==> src/rtl/aswc_pkg.sv <==
// constants, event carrier and mode states for the auto sleep/wake controller
// ----------------------------------------------------------------------------
// ----------------------------------------------------------------------------
package aswc_pkg;

    // timing: ms times kHz gives cycles
    localparam int unsigned ASWC_CLK_KHZ = 200000;
    localparam int unsigned ASWC_STEP_MS = 320;
    localparam int unsigned ASWC_STEP_CYC = ASWC_STEP_MS * ASWC_CLK_KHZ;
    localparam int ASWC_BASE_W = 27;

    // register indices; byte address is four times the index
    localparam logic [7:0] ASWC_IDX_SYSMODE = 8'h0b;
    localparam logic [7:0] ASWC_IDX_SLEEP_CNT = 8'h29;
    localparam logic [7:0] ASWC_IDX_MTHS_CFG = 8'h52;
    localparam logic [7:0] ASWC_IDX_MVECM_CFG = 8'h69;
    localparam logic [7:0] ASWC_IDX_MAIN = 8'h30;
    localparam logic [7:0] ASWC_IDX_SECOND = 8'h31;
    localparam logic [7:0] ASWC_IDX_WAKE = 8'h32;
    localparam logic [7:0] ASWC_IDX_INT_EN = 8'h33;
    localparam logic [7:0] ASWC_IDX_ROUTE = 8'h34;
    localparam logic [7:0] ASWC_IDX_INT_SRC = 8'h35;

    // field positions
    localparam int ASWC_MAIN_ACTIVE_BIT = 0;
    localparam int ASWC_MAIN_ARATE_LSB = 3;
    localparam int ASWC_MAIN_SRATE_LSB = 6;
    localparam int ASWC_SECOND_HYB_BIT = 0;
    localparam int ASWC_SECOND_SLPE_BIT = 2;
    localparam int ASWC_WAKE_GATE_BIT = 11;
    localparam int ASWC_CFG_ROUTE_BIT = 0;
    localparam int ASWC_SYSTEM_MODE_REG_FGERR_BIT = 7;
    localparam int ASWC_EVT_ASLP_BIT = 5;
    localparam int ASWC_EVT_DRDY_BIT = 7;

    // reset values
    localparam logic [7:0] ASWC_RST_MAIN = 8'h00;
    localparam logic [7:0] ASWC_RST_SECOND = 8'h00;
    localparam logic [7:0] ASWC_RST_SLEEP_CNT = 8'h00;
    localparam logic [11:0] ASWC_RST_WAKE = 12'h000;
    localparam logic [10:0] ASWC_RST_INT_EN = 11'h000;
    localparam logic [10:0] ASWC_RST_ROUTE = 11'h000;

    // event classes: restart excludes data-ready and sleep-change, wake also fifo
    localparam logic [10:0] ASWC_RESTART_MASK = 11'h75f;
    localparam logic [10:0] ASWC_WAKE_MASK = 11'h75e;
    localparam logic [10:0] ASWC_ROUTE_REG_MASK = 11'h1ff;

    // rate codes and system mode codes
    localparam logic [2:0] ASWC_RATE_SLOWEST = 3'h7;
    localparam logic [1:0] ASWC_SYS_STANDBY = 2'h0;
    localparam logic [1:0] ASWC_SYS_WAKE = 2'h1;
    localparam logic [1:0] ASWC_SYS_SLEEP = 2'h2;

    // event flags from the detectors, bit 0 is the fifo source
    typedef struct packed {
        logic mag_threshold_source;
        logic mag_magnitude_source;
        logic accel_magnitude_source;
        logic data_ready_source;
        logic magnetic_event_source;
        logic sleep_change_source;
        logic freefall_motion_source;
        logic tap_event_source;
        logic orientation_event_source;
        logic transient_event_source;
        logic fifo_event_source;
    } aswc_evt_t;

    typedef enum logic [2:0] {
        ASWC_STANDBY = 3'b001,
        ASWC_WAKE = 3'b010,
        ASWC_SLEEP = 3'b100
    } aswc_mode_t;

endpackage

==> src/rtl/aswc_step_timer.sv <==
// step period generator for the inactivity counter
`timescale 1ns/10ps
`default_nettype none
module aswc_step_timer import aswc_pkg::*; #(
    parameter int unsigned STEP_CYCLES = ASWC_STEP_CYC
) (
    input wire logic ref_clk,
    input wire logic rst_n,
    input wire logic restart,
    input wire logic [1:0] mult,
    output logic step
);

    logic [ASWC_BASE_W-1:0] base;
    logic [1:0] sub;
    logic base_end;
    logic [1:0] sub_last;

    // mult 0/1/2 stretches the step to 1x, 2x or 4x the base period
    assign base_end = (base == ASWC_BASE_W'(STEP_CYCLES - 1));
    assign sub_last = (mult == 2'h0) ? 2'h0 : ((mult == 2'h1) ? 2'h1 : 2'h3);

    // base prescaler and step divider, both cleared by a restart
    always_ff @(posedge ref_clk) begin
        if (!rst_n || restart) begin
            base <= '0;
            sub <= 2'h0;
            step <= 1'b0;
        end else begin
            step <= 1'b0;
            if (base_end) begin
                base <= '0;
                if (sub >= sub_last) begin
                    sub <= 2'h0;
                    step <= 1'b1;
                end else begin
                    sub <= sub + 2'h1;
                end
            end else begin
                base <= base + 1'b1;
            end
        end
    end

endmodule
`default_nettype wire

==> src/rtl/aswc_top.sv <==
// auto sleep/wake sequencer with interrupt pin routing and avalon register slave
//
// Design decision made here: the Avalon-MM register port.
`timescale 1ns/10ps
`default_nettype none
module aswc_top import aswc_pkg::*; #(
    parameter int unsigned STEP_CYCLES = ASWC_STEP_CYC
) (
    input wire logic ref_clk,
    input wire logic rst_n,
    input wire logic [9:0] avs_address,
    input wire logic avs_read,
    input wire logic avs_write,
    input wire logic [31:0] avs_writedata,
    output logic [31:0] avs_readdata,
    output logic avs_waitrequest,
    input wire aswc_evt_t evt_in,
    input wire logic fifo_empty,
    output logic irq_pin_a,
    output logic irq_pin_b,
    output logic [2:0] sample_rate_sel,
    output logic sleep_mode,
    output aswc_evt_t func_enable,
    output logic fifo_accept_en,
    output logic fifo_flush
);

    // ------------------------------------------------------------------
    // register state
    // ------------------------------------------------------------------
    logic [7:0] main_control_reg;
    logic [7:0] second_control_reg;
    logic [11:0] wake_control_reg;
    logic [10:0] int_enable_reg;
    logic [10:0] irq_route_reg;
    logic [7:0] sleep_inactivity_count;
    logic mths_route_cfg;
    logic mvecm_route_cfg;
    logic sleep_change_flag;
    logic fifo_gate_err;
    aswc_mode_t mode;
    logic [7:0] idle_cnt;

    // ------------------------------------------------------------------
    // bus decode
    // ------------------------------------------------------------------
    function automatic logic hit(input logic [9:0] addr, input logic [7:0] idx);
        hit = (addr[9:2] == idx) && (addr[1:0] == 2'h0);
    endfunction

    logic wr_go;
    logic rd_go;
    assign wr_go = avs_write && !avs_waitrequest;
    assign rd_go = avs_read && !avs_waitrequest;

    // ------------------------------------------------------------------
    // event qualification
    // ------------------------------------------------------------------
    logic [10:0] live;
    logic [10:0] eff_en;
    logic [10:0] hot;
    logic [10:0] route;
    logic restart_hit;
    logic wake_hit;
    logic slpe;
    logic hybrid;
    logic gate;
    logic [2:0] arate;
    logic [1:0] mult;
    logic step;
    logic enter_sleep;
    logic leave_sleep;
    logic sys_active;

    assign slpe = second_control_reg[ASWC_SECOND_SLPE_BIT];
    assign hybrid = second_control_reg[ASWC_SECOND_HYB_BIT];
    assign gate = wake_control_reg[ASWC_WAKE_GATE_BIT];
    assign arate = main_control_reg[ASWC_MAIN_ARATE_LSB +: 3];
    assign sys_active = main_control_reg[ASWC_MAIN_ACTIVE_BIT];

    // the detectors' own sleep-change input is replaced by the sticky flag
    always_comb begin
        live = evt_in;
        live[ASWC_EVT_ASLP_BIT] = sleep_change_flag;
    end

    // masked in sleep
    // while asleep only wake-capable events and the sleep-change flag stay enabled
    always_comb begin
        eff_en = int_enable_reg;
        if (mode == ASWC_SLEEP) begin
            eff_en = int_enable_reg & (wake_control_reg[10:0] | (11'h001 << ASWC_EVT_ASLP_BIT));
        end
    end

    assign hot = live & eff_en;
    assign restart_hit = |(hot & ASWC_RESTART_MASK);
    assign wake_hit = |(hot & ASWC_WAKE_MASK & wake_control_reg[10:0]);

    assign route = {mths_route_cfg, mvecm_route_cfg, irq_route_reg[8:0]};

    // slowest rate doubles, hybrid doubles again
    assign mult = {1'b0, arate == ASWC_RATE_SLOWEST} + {1'b0, hybrid};

    assign enter_sleep = (mode == ASWC_WAKE) && slpe && !restart_hit
        && (idle_cnt == sleep_inactivity_count);
    assign leave_sleep = (mode == ASWC_SLEEP) && wake_hit;

    // ------------------------------------------------------------------
    // step period
    // ------------------------------------------------------------------
    aswc_step_timer #(
        .STEP_CYCLES(STEP_CYCLES)
    ) u_step (
        .ref_clk(ref_clk),
        .rst_n(rst_n),
        .restart(restart_hit || mode != ASWC_WAKE),
        .mult(mult),
        .step(step)
    );

    // ------------------------------------------------------------------
    // avalon slave
    // ------------------------------------------------------------------
    // one wait state: the answer is ready the edge after the request appears
    always_ff @(posedge ref_clk) begin
        if (!rst_n) begin
            avs_waitrequest <= 1'b1;
        end else begin
            avs_waitrequest <= !((avs_read || avs_write) && avs_waitrequest);
        end
    end

    // read data is built while waitrequest is high, unmapped reads give zero
    always_ff @(posedge ref_clk) begin
        if (!rst_n) begin
            avs_readdata <= 32'h0000_0000;
        end else if (avs_read && avs_waitrequest) begin
            avs_readdata <= 32'h0000_0000;
            if (hit(avs_address, ASWC_IDX_MAIN))
                avs_readdata[7:0] <= main_control_reg;
            if (hit(avs_address, ASWC_IDX_SECOND))
                avs_readdata[7:0] <= second_control_reg;
            if (hit(avs_address, ASWC_IDX_WAKE))
                avs_readdata[11:0] <= wake_control_reg;
            if (hit(avs_address, ASWC_IDX_INT_EN))
                avs_readdata[10:0] <= int_enable_reg;
            if (hit(avs_address, ASWC_IDX_ROUTE))
                avs_readdata[10:0] <= irq_route_reg;
            if (hit(avs_address, ASWC_IDX_SLEEP_CNT))
                avs_readdata[7:0] <= sleep_inactivity_count;
            if (hit(avs_address, ASWC_IDX_MTHS_CFG))
                avs_readdata[ASWC_CFG_ROUTE_BIT] <= mths_route_cfg;
            if (hit(avs_address, ASWC_IDX_MVECM_CFG))
                avs_readdata[ASWC_CFG_ROUTE_BIT] <= mvecm_route_cfg;
            if (hit(avs_address, ASWC_IDX_INT_SRC))
                avs_readdata[10:0] <= hot;
            if (hit(avs_address, ASWC_IDX_SYSMODE)) begin
                avs_readdata[1:0] <= (mode == ASWC_SLEEP) ? ASWC_SYS_SLEEP :
                    ((mode == ASWC_WAKE) ? ASWC_SYS_WAKE : ASWC_SYS_STANDBY);
                avs_readdata[ASWC_SYSTEM_MODE_REG_FGERR_BIT] <= fifo_gate_err;
            end
        end
    end

    // configuration writes
    always_ff @(posedge ref_clk) begin
        if (!rst_n) begin
            main_control_reg <= ASWC_RST_MAIN;
            second_control_reg <= ASWC_RST_SECOND;
            wake_control_reg <= ASWC_RST_WAKE;
            irq_route_reg <= ASWC_RST_ROUTE;
            sleep_inactivity_count <= ASWC_RST_SLEEP_CNT;
            mths_route_cfg <= 1'b0;
            mvecm_route_cfg <= 1'b0;
        end else if (wr_go) begin
            if (hit(avs_address, ASWC_IDX_MAIN))
                main_control_reg <= avs_writedata[7:0];
            if (hit(avs_address, ASWC_IDX_SECOND))
                second_control_reg <= avs_writedata[7:0];
            if (hit(avs_address, ASWC_IDX_WAKE))
                wake_control_reg <= {avs_writedata[11], avs_writedata[10:0] & ASWC_WAKE_MASK};
            if (hit(avs_address, ASWC_IDX_ROUTE))
                irq_route_reg <= avs_writedata[10:0] & ASWC_ROUTE_REG_MASK;
            if (hit(avs_address, ASWC_IDX_SLEEP_CNT))
                sleep_inactivity_count <= avs_writedata[7:0];
            if (hit(avs_address, ASWC_IDX_MTHS_CFG))
                mths_route_cfg <= avs_writedata[ASWC_CFG_ROUTE_BIT];
            if (hit(avs_address, ASWC_IDX_MVECM_CFG))
                mvecm_route_cfg <= avs_writedata[ASWC_CFG_ROUTE_BIT];
        end
    end

    // data-ready not restored
    // data-ready enable is dropped on sleep entry; a host write in that cycle loses
    always_ff @(posedge ref_clk) begin
        if (!rst_n) begin
            int_enable_reg <= ASWC_RST_INT_EN;
        end else if (enter_sleep) begin
            int_enable_reg[ASWC_EVT_DRDY_BIT] <= 1'b0;
        end else if (wr_go && hit(avs_address, ASWC_IDX_INT_EN)) begin
            int_enable_reg <= avs_writedata[10:0];
        end
    end

    // ------------------------------------------------------------------
    // sleep sequencer
    // ------------------------------------------------------------------
    // enter sleep, wake
    always_ff @(posedge ref_clk) begin
        if (!rst_n) begin
            mode <= ASWC_STANDBY;
        end else begin
            unique case (mode)
                ASWC_STANDBY: begin
                    if (sys_active)
                        mode <= ASWC_WAKE;
                end
                ASWC_WAKE: begin
                    if (!sys_active)
                        mode <= ASWC_STANDBY;
                    else if (enter_sleep)
                        mode <= ASWC_SLEEP;
                end
                ASWC_SLEEP: begin
                    if (!sys_active)
                        mode <= ASWC_STANDBY;
                    else if (leave_sleep)
                        mode <= ASWC_WAKE;
                end
                default: mode <= ASWC_STANDBY;
            endcase
        end
    end

    // one count per step; saturates at 8'hff, so a count lowered below idle_cnt never matches
    always_ff @(posedge ref_clk) begin
        if (!rst_n) begin
            idle_cnt <= 8'h00;
        end else if (mode != ASWC_WAKE || restart_hit || !slpe) begin
            idle_cnt <= 8'h00;
        end else if (step && idle_cnt != 8'hff) begin
            idle_cnt <= idle_cnt + 8'h01;
        end
    end

    // sticky sleep-change flag
    // a mode change wins over a system mode read in the same cycle
    always_ff @(posedge ref_clk) begin
        if (!rst_n) begin
            sleep_change_flag <= 1'b0;
        end else if ((enter_sleep || leave_sleep) && int_enable_reg[ASWC_EVT_ASLP_BIT]) begin
            sleep_change_flag <= 1'b1;
        end else if (rd_go && hit(avs_address, ASWC_IDX_SYSMODE)) begin
            sleep_change_flag <= 1'b0;
        end
    end

    // gate only holds the fifo; mode changes proceed regardless
    always_ff @(posedge ref_clk) begin
        if (!rst_n) begin
            fifo_gate_err <= 1'b0;
        end else if (enter_sleep && gate) begin
            fifo_gate_err <= 1'b1;
        end else if (fifo_empty) begin
            fifo_gate_err <= 1'b0;
        end
    end

    // ------------------------------------------------------------------
    // registered outputs
    // ------------------------------------------------------------------
    // route bit selects pin, pins are OR of routed sources
    always_ff @(posedge ref_clk) begin
        if (!rst_n) begin
            irq_pin_a <= 1'b0;
            irq_pin_b <= 1'b0;
        end else begin
            irq_pin_a <= |(hot & route);
            irq_pin_b <= |(hot & ~route);
        end
    end

    // sleep rate while asleep; sleep rates are the four slowest codes
    always_ff @(posedge ref_clk) begin
        if (!rst_n) begin
            sample_rate_sel <= 3'h0;
            sleep_mode <= 1'b0;
            func_enable <= '0;
            fifo_accept_en <= 1'b1;
            fifo_flush <= 1'b0;
        end else begin
            sample_rate_sel <= (mode == ASWC_SLEEP)
                ? {1'b1, main_control_reg[ASWC_MAIN_SRATE_LSB +: 2]} : arate;
            sleep_mode <= (mode == ASWC_SLEEP);
            func_enable <= eff_en;
            // held samples are kept instead of flushed when the gate is set
            fifo_accept_en <= !((enter_sleep && gate) || (fifo_gate_err && !fifo_empty));
            fifo_flush <= (enter_sleep || leave_sleep) && !gate;
        end
    end

    // ------------------------------------------------------------------
    // checks
    // ------------------------------------------------------------------
    a_pin_a_route: assert property (@(posedge ref_clk) disable iff (!rst_n)
        (evt_in.transient_event_source && int_enable_reg[1] && irq_route_reg[1]
        && mode != ASWC_SLEEP)
        |=> irq_pin_a)
        else $error("routed event missing on pin a");

    a_pin_b_or: assert property (@(posedge ref_clk) disable iff (!rst_n)
        (|(hot & ~route)) |=> irq_pin_b && (irq_pin_a == $past(|(hot & route))))
        else $error("pin b not the OR of its sources");

    a_mths_route: assert property (@(posedge ref_clk) disable iff (!rst_n)
        (hot[10] && mths_route_cfg) |=> irq_pin_a)
        else $error("magnetic threshold routing wrong");

    a_restart_clear: assert property (@(posedge ref_clk) disable iff (!rst_n)
        (mode == ASWC_WAKE && sys_active && restart_hit)
        |=> idle_cnt == 8'h00 && mode == ASWC_WAKE)
        else $error("restart did not clear the idle count");

    a_sleep_enter: assert property (@(posedge ref_clk) disable iff (!rst_n)
        (mode == ASWC_WAKE && sys_active && slpe && !restart_hit
        && idle_cnt == sleep_inactivity_count) |=> ##1 sleep_mode)
        else $error("sleep not entered at count");

    a_count_step: assert property (@(posedge ref_clk) disable iff (!rst_n)
        (mode == ASWC_WAKE && sys_active && slpe && step && !restart_hit
        && idle_cnt != sleep_inactivity_count && idle_cnt != 8'hff)
        |=> idle_cnt == $past(idle_cnt) + 8'h01)
        else $error("idle count did not advance");

    a_wake_exit: assert property (@(posedge ref_clk) disable iff (!rst_n)
        (mode == ASWC_SLEEP && sys_active && wake_hit) |=> ##1 !sleep_mode)
        else $error("wake event ignored");

    a_change_irq: assert property (@(posedge ref_clk) disable iff (!rst_n)
        ((enter_sleep || leave_sleep) && int_enable_reg[ASWC_EVT_ASLP_BIT])
        |=> sleep_change_flag)
        else $error("mode change raised no interrupt");

    a_gate_hold: assert property (@(posedge ref_clk) disable iff (!rst_n)
        (enter_sleep && gate && !fifo_empty) |=> fifo_gate_err && !fifo_accept_en)
        else $error("fifo gate did not hold the fifo");

    a_drdy_drop: assert property (@(posedge ref_clk) disable iff (!rst_n)
        enter_sleep |=> !int_enable_reg[ASWC_EVT_DRDY_BIT])
        else $error("data-ready enable kept over sleep");

endmodule
`default_nettype wire

==> config.mk <==
export PLATFORM = sky130hd
export DESIGN_NAME = aswc_top
export DESIGN_NICKNAME = d
export VERILOG_FILES = /design/src/rtl/aswc_pkg.sv /design/src/rtl/aswc_step_timer.sv /design/src/rtl/aswc_top.sv
export SDC_FILE = /design/constraint.sdc
export NUM_CORES = 1
export LEC_CHECK = 0
export BUFFER_PORTS_ARGS = -buffer_cell sky130_fd_sc_hd__buf_2
export CORE_MARGIN = 8
export CORE_UTILIZATION = 35
export CTS_BUF_LIST = sky130_fd_sc_hd__clkbuf_4 sky130_fd_sc_hd__clkbuf_8
export CTS_CLUSTER_DIAMETER = 120
export DETAILED_ROUTE_END_ITERATION = 10
export HOLD_SLACK_MARGIN = 0.05
export PLACE_DENSITY = 0.65
export SKIP_LAST_GASP = 1
export SYNTH_ARGS = -nofsm -noshare
export SYNTH_HDL_FRONTEND = slang
export SYNTH_SLANG_ARGS = --single-unit
==> constraint.sdc <==
create_clock -name ref_clk -period 4 [get_ports ref_clk]
set_input_delay 0.6 -clock ref_clk [delete_from_list [all_inputs] [get_ports ref_clk]]
set_output_delay 0.6 -clock ref_clk [all_outputs]
set_load 0.005 [all_outputs]
==> impl_metrics.ini, run 1 <==
[placement]
place_hpwl_um = 12900
place_ws_ps = 1100
portBuffers = 68
gp_congestion = 0.897

[synthesis]
avgSynthCellArea_um2 = 8.53
synth_top_family_by_area = simple AND/OR/NAND/NOR gates
synth-xor-area-share = 0.0577
synth_fa_ha_area_frac = 0.00804
synth-seq-area-share = 0.418
synth.most_common_cell = dfxtp_1
synth_edf_count = 0
synthCells = 730
synth_area_mm2 = 0.00622
synth_common_cells = dfxtp_1 (130), nor2_1 (93), nand2_1 (79)
synth_top_area_frac = 0.418
ys_types = 60
synthArstFlopShare = 0
ys_warn_count = 0
ys_ff_latch = 130
synth-compound-area-share = 0.130
synthMuxAreaShare = 0.0760
synth_ff_type = dfxtp_1
synth_area_leaders = dfxtp_1 (42%), mux2i_1 (7.2%), nor2_1 (5.6%)
yosys.area_share.simple = 0.250
yosys.area.top_type = dfxtp_1

[sta]
min_period_ps = 2990
holdWs_ps = 388
max-slew-margin-rel = 0.265
finalSetupViolCount = 0
max_freq_mhz = 335
tightest_slew_ps = 1100
drv_slew = 0
worst_slack_ps = 1010
setup_tns_ps = 0
fin_skew_ps = 11.6
period_share = 0.746
rsz0062_at_grt = no
finalHoldViolations = 0

[clock_network]
cts_hold_buffers = 0
numCtsBuffers = 17
path_clk_slew_ps = 80
tritoncts = yes
cts_resized = 0
clkLatencyLatePin_ps = 460
cts_buffer_depth = 2
cts_setup_buffers = 0
cts-root-buf = clkbuf_8
htreeDepth = 4
cts_sinks = 130

[routing]
post-route-drc-count = 0
detail_route.vias_per_cell = 5.46
drt_iter0_markers = 517
wire_per_inst_um = 17.6
ant_nets = 0
routed_wl_um = 18000
vias = 5607
firstDrtPassIters = 5

[die]
io_pins = 110
start_util = 0.359
rows = 48
fp.dieArea_mm2 = 0.0223
fp.dieH_um = 149
core_area_mm2 = 0.0174
dieWidth_um = 149

[final_layout]
largest-register = u_step.base
fill_cells = 1779
fin_nets = 852
largest_reg_flops = 27
utilization = 0.409
num_antenna_cells = 0
drive_above_1_share = 0.160
reg_top3 = u_step.base: 27 flops, avs_readdata: 12 flops
area_delta_synth_final_pct = 13.9

[global_route]
grt_use_total = 0.166
antenna_found_initial = 1
grt_max_degree = 64
overflow = 0
grt_pass1_wl_um = 29300
grt_pass1_vias = 5502

[critical_path]
crit_chain = nor3b_1, o2111ai_1, nor4_4, nand3_2, nor2_1
worstSetupEndpointType = flop
ff2ff_path_depth = 5
r2r-start = mode[1]$_SDFFE_PN0P_
start_kind = flop
cp.required_ps = 4380
slowest_stage = dfxtp_1
crit_fanout = 27
crit_arrival_ps = 3360
crit_type = flop to flop
r2r_slack_ps = 1010
r2r_end = u_step.base[1]$_SDFF_PP0_
critical_path.max_stage_delay_ps = 650

[min_path]
worstHoldPathCells = 2
hp-class = input port to flop
hold_end = avs_waitrequest$_SDFF_PN1_
holdCritStartpoint = avs_write

[power]
peakVddDrop_v = 0.000201
powerDensity_mw_per_mm2 = 356
p_leak_nw = 2.65
p_total_mw = 2.53

[status]
status = finished clean

[job]
max_cap_viol_count = 0
-- metrics by stage --
stage,cells,cell area [um^2]
after floorplan,749,6290
after global placement,996,6710
after detailed placement,996,6710
after CTS,1027,7090
after global routing,1027,7090
final,1027,7090
-- power by group --
part | total [mW] | internal, mW | leakage (nW) | switching [mW]
clock network | 1.10 | 0.582 | 0.193 | 0.519
registers | 1.31 | 1.30 | 1.05 | 0.00529
logic | 0.119 | 0.0386 | 1.41 | 0.0802
total | 2.53 | 1.92 | 2.65 | 0.604
-- per-layer routing --
layer | track usage | up-vias | routed length, um
met5 | 0 | - | 12
met4 | 0.0782 | 2 | 609
met3 | 0.0504 | 38 | 1520
met2 | 0.249 | 234 | 8070
met1 | 0.213 | 2652 | 7830
li1 | - | 2681 | -
-- cell families (layout without fill, tap and decap cells) --
kind of cell	count (synthesis)	count (layout)
muxes	47	47
AOI/OAI and AO/OA	120	120
and+or+nand+nor	313	313
DFF	130	130
adders and majority gates	4	4
other	1	20
buffers and inverters	74	127
xor gates and xnor gates	41	41
-- cell type report --
class | count | area (um^2) | share of cell area
Timing Repair Buffer | 81 | 438 | 0.0618
Multi-Input combinational cell | 545 | 3330 | 0.470
Clock buffer | 20 | 269 | 0.0379
Inverter | 15 | 56.3 | 0.00794
Clock inverter | 11 | 113 | 0.0159
Tap cell | 225 | 282 | 0.0397
Sequential cell | 130 | 2600 | 0.367
-- how the worst max path moves through the flow --
stage                     slack [ps]  cells after the start                             end            startpoint
after floorplan                 1690                      7   irq_route_reg[7]$_SDFFE_PN0P_        avs_address[5]
final                           1010                      5       u_step.base[1]$_SDFF_PP0_  mode[1]$_SDFFE_PN0P_
after CTS                       1120                      5      u_step.base[10]$_SDFF_PP0_  mode[1]$_SDFFE_PN0P_
after global routing             880                      5      u_step.base[24]$_SDFF_PP0_  mode[1]$_SDFFE_PN0P_
after detailed placement        1100                      7  int_enable_reg[3]$_SDFFE_PN0P_        avs_address[5]
after global placement          1170                      5      u_step.base[11]$_SDFF_PP0_  mode[1]$_SDFFE_PN0P_
-- placed cells by master, fill, tap and decap left out, types with 16 or more instances in the layout --
cell,netlist,routed
o21ai_0,16,16
nand3_1,41,41
xnor2_1,30,30
a21oi_1,36,36
nor3_1,18,17
conb_1,1,20
nand2_1,79,79
mux2i_1,45,45
nor2_1,93,93
clkbuf_8,0,19
dfxtp_1,130,130
buf_2,11,68
-- worst max-delay path, delay by kind of cell (launching register included) --
family / cells / cell delay [ps]
and+or+nand+nor: 4 / 1970
DFF: 1 / 650
AOI/OAI and AO/OA: 1 / 270
Power figures use the tool's default switching activity.
==> run 2, diff against run 1 <==
Settings changed: ABC_AREA set to 1, PLACE_DENSITY 0.65 to 0.67.
Clock period 4 ns to 2.6 ns, I/O delays scaled along.
==> impl_metrics.ini, run 2 <==
[sta]
max_freq_mhz = 442
fin_skew_ps = 19.8
drv_slew = 0
max-slew-margin-rel = 0.633
finalSetupViolCount = 0
min_period_ps = 2260
setup_tns_ps = 0
finalHoldViolations = 0
rsz0062_at_grt = no
period_share = 0.870
tightest_slew_ps = 548

[clock_network]
cts_sinks = 130
cts_buffer_depth = 2
cts-root-buf = clkbuf_8
cts_hold_buffers = 0
tritoncts = yes
htreeDepth = 4
cts_resized = 0
numCtsBuffers = 17
clkLatencyLatePin_ps = 450
cts_setup_buffers = 0
path_clk_slew_ps = 80

[min_path]
holdCritStartpoint = avs_write
hold_end = avs_waitrequest$_SDFF_PN1_
worstHoldPathCells = 2
hp-class = input port to flop

[final_layout]
area_delta_synth_final_pct = 15.2
mostFrequentLayoutCell = nand2_1
fin_nets = 1023
drive_above_1_share = 0.166
final_cell_mix = nand2_1 (135), nor2_1 (131), dfxtp_1 (130)
largest-register = u_step.base
reg_top3 = u_step.base: 27 flops, avs_readdata: 12 flops
num_antenna_cells = 0
largest_reg_flops = 27

[routing]
wire_per_inst_um = 14.8
vias = 5995
post-route-drc-count = 0
detail_route.vias_per_cell = 4.98
routed_wl_um = 17900
drt_iter0_markers = 529
ant_nets = 0
firstDrtPassIters = 5

[critical_path]
crit_fanout = 18
crit_chain = nor2_2, nand2_4, o21ai_2, inv_1, nand2_1, nand2_1, nor2_2, nand3_2, inv_2, nand2_2, nand2_2, o21ai_0, nor2_1
r2r-start = mode[0]$_SDFFE_PN1P_
ff2ff_path_depth = 13
start_kind = flop
critical_path.max_stage_delay_ps = 330
path_buf_inv = 2
critPathTopFamily = simple AND/OR/NAND/NOR gates
r2r_slack_ps = 340
slowest_stage = dfxtp_1
r2r_end = int_enable_reg[1]$_SDFFE_PN0P_
worstSetupEndpointType = flop
cp.required_ps = 2990
crit_type = flop to flop
crit_arrival_ps = 2650

[synthesis]
synthCells = 887
synthArstFlopShare = 0
ys_types = 46
synth_edf_count = 0
synth-seq-area-share = 0.410
synth_top_area_frac = 0.410
ys_warn_count = 0
synth_area_leaders = dfxtp_1 (41%), nand2_1 (8.0%), nor2_1 (7.7%)
ys_ff_latch = 130
synth_ff_type = dfxtp_1
avgSynthCellArea_um2 = 7.16
synth_common_cells = nand2_1 (135), nor2_1 (131), dfxtp_1 (130)
synth.most_common_cell = nand2_1
yosys.area.top_type = dfxtp_1
synth_area_mm2 = 0.00635

[global_route]
grt_max_degree = 52
overflow = 0
grt_pass1_vias = 5508
grt_use_total = 0.159
grt_pass1_wl_um = 28200
antenna_found_initial = 0

[status]
status = finished clean

[power]
powerDensity_mw_per_mm2 = 563
peakVddDrop_v = 0.000303
p_leak_nw = 2.94
p_total_mw = 4.12

[placement]
portBuffers = 68
place_hpwl_um = 13600
gp_congestion = 0.967

[die]
core_area_mm2 = 0.0179
io_pins = 110
start_util = 0.355
fp.dieArea_mm2 = 0.0227
dieWidth_um = 151
fp.dieH_um = 151
rows = 49

[job]
max_cap_viol_count = 0
## run 2: changes by cell type after synthesis, moves of 11 or more
cell / previous run / this run
nand3_1: 41 / 52
nor2_1: 93 / 131
inv_1: 14 / 101
nand2_1: 79 / 135
and3_1: 14 / 2
xnor2_1: 30 / 5
mux2i_1: 45 / 0
a211oi_1: 2 / 18
a21oi_1: 36 / 67
nand4_1: 10 / 25
o21ai_0: 16 / 63
clkbuf_1: 26 / 14
## run 2: through the flow
step | setup slack [ps] | util | cells | instance area [um^2] | hold WS (ps)
3_5_place_dp | 342 | 0.384 | 1171 | 6870 | 434
5_1_grt | 80.7 | 0.409 | 1203 | 7320 | 141
3_3_place_gp | 362 | 0.384 | 1171 | 6870 | 426
6_report | 339 | 0.409 | 1203 | 7320 | 166
2_1_floorplan | 927 | - | 906 | 6430 | 413
4_1_cts | 340 | 0.409 | 1203 | 7320 | 134
## run 2: area by class of cell
type,count,area [um^2]
clock buffers,20,275
clock inverters,12,178
well taps,229,287
flip-flops and latches,130,2600
fillers,1891,10600
inverters,112,420
repair buffers,79,423
multi-input cells,621,3140
## run 2: per-layer routing
metal  track usage  routed length (um)  vias to the layer above
li1              -                   -                     3036
met1         0.209                8150                     2731
met2         0.235                7780                      196
met3        0.0505                1500                       32
met4        0.0648                 426                        0
met5             0                   0                        -
## run 2: kinds of logic after synthesis
| family | share of synthesized area |
|---|---|
| adders and majority gates | 0.00788 |
| other | 0.000590 |
| buffers and inverters | 0.108 |
| AOI/OAI and AO/OA | 0.159 |
| DFF | 0.410 |
| and+or+nand+nor | 0.295 |
| xor gates and xnor gates | 0.0207 |
## run 2: power breakdown
part,switching [mW],total (mW),internal [mW]
clock network,0.825,1.95,1.12
logic,0.124,0.172,0.0482
registers,0.00499,2.00,2.00
total,0.954,4.12,3.17
## run 2: worst max path at each step
stage                         start                        endpoint  slack [ps]  depth (start not counted)
3_3_place_gp         avs_address[7]    avs_readdata[3]$_SDFFE_PN0P_         360                         11
5_1_grt        mode[0]$_SDFFE_PN1P_  int_enable_reg[2]$_SDFFE_PN0P_          80                         13
2_1_floorplan  mode[0]$_SDFFE_PN1P_  int_enable_reg[5]$_SDFFE_PN0P_         930                         12
3_5_place_dp         avs_address[7]    avs_readdata[2]$_SDFFE_PN0P_         340                         11
4_1_cts        mode[0]$_SDFFE_PN1P_  int_enable_reg[5]$_SDFFE_PN0P_         340                         13
6_report       mode[0]$_SDFFE_PN1P_  int_enable_reg[1]$_SDFFE_PN0P_         340                         13
## run 2: worst register-to-register path, stage by stage, from the launching register on
cell and delay [ps]:
dfxtp_1 330, nor2_2 140, nand2_4 200, o21ai_2 210, inv_1 80, nand2_1 130, nand2_1 80, nor2_2 90
nand3_2 180, inv_2 130, nand2_2 200, nand2_2 230, o21ai_0 110, nor2_1 110
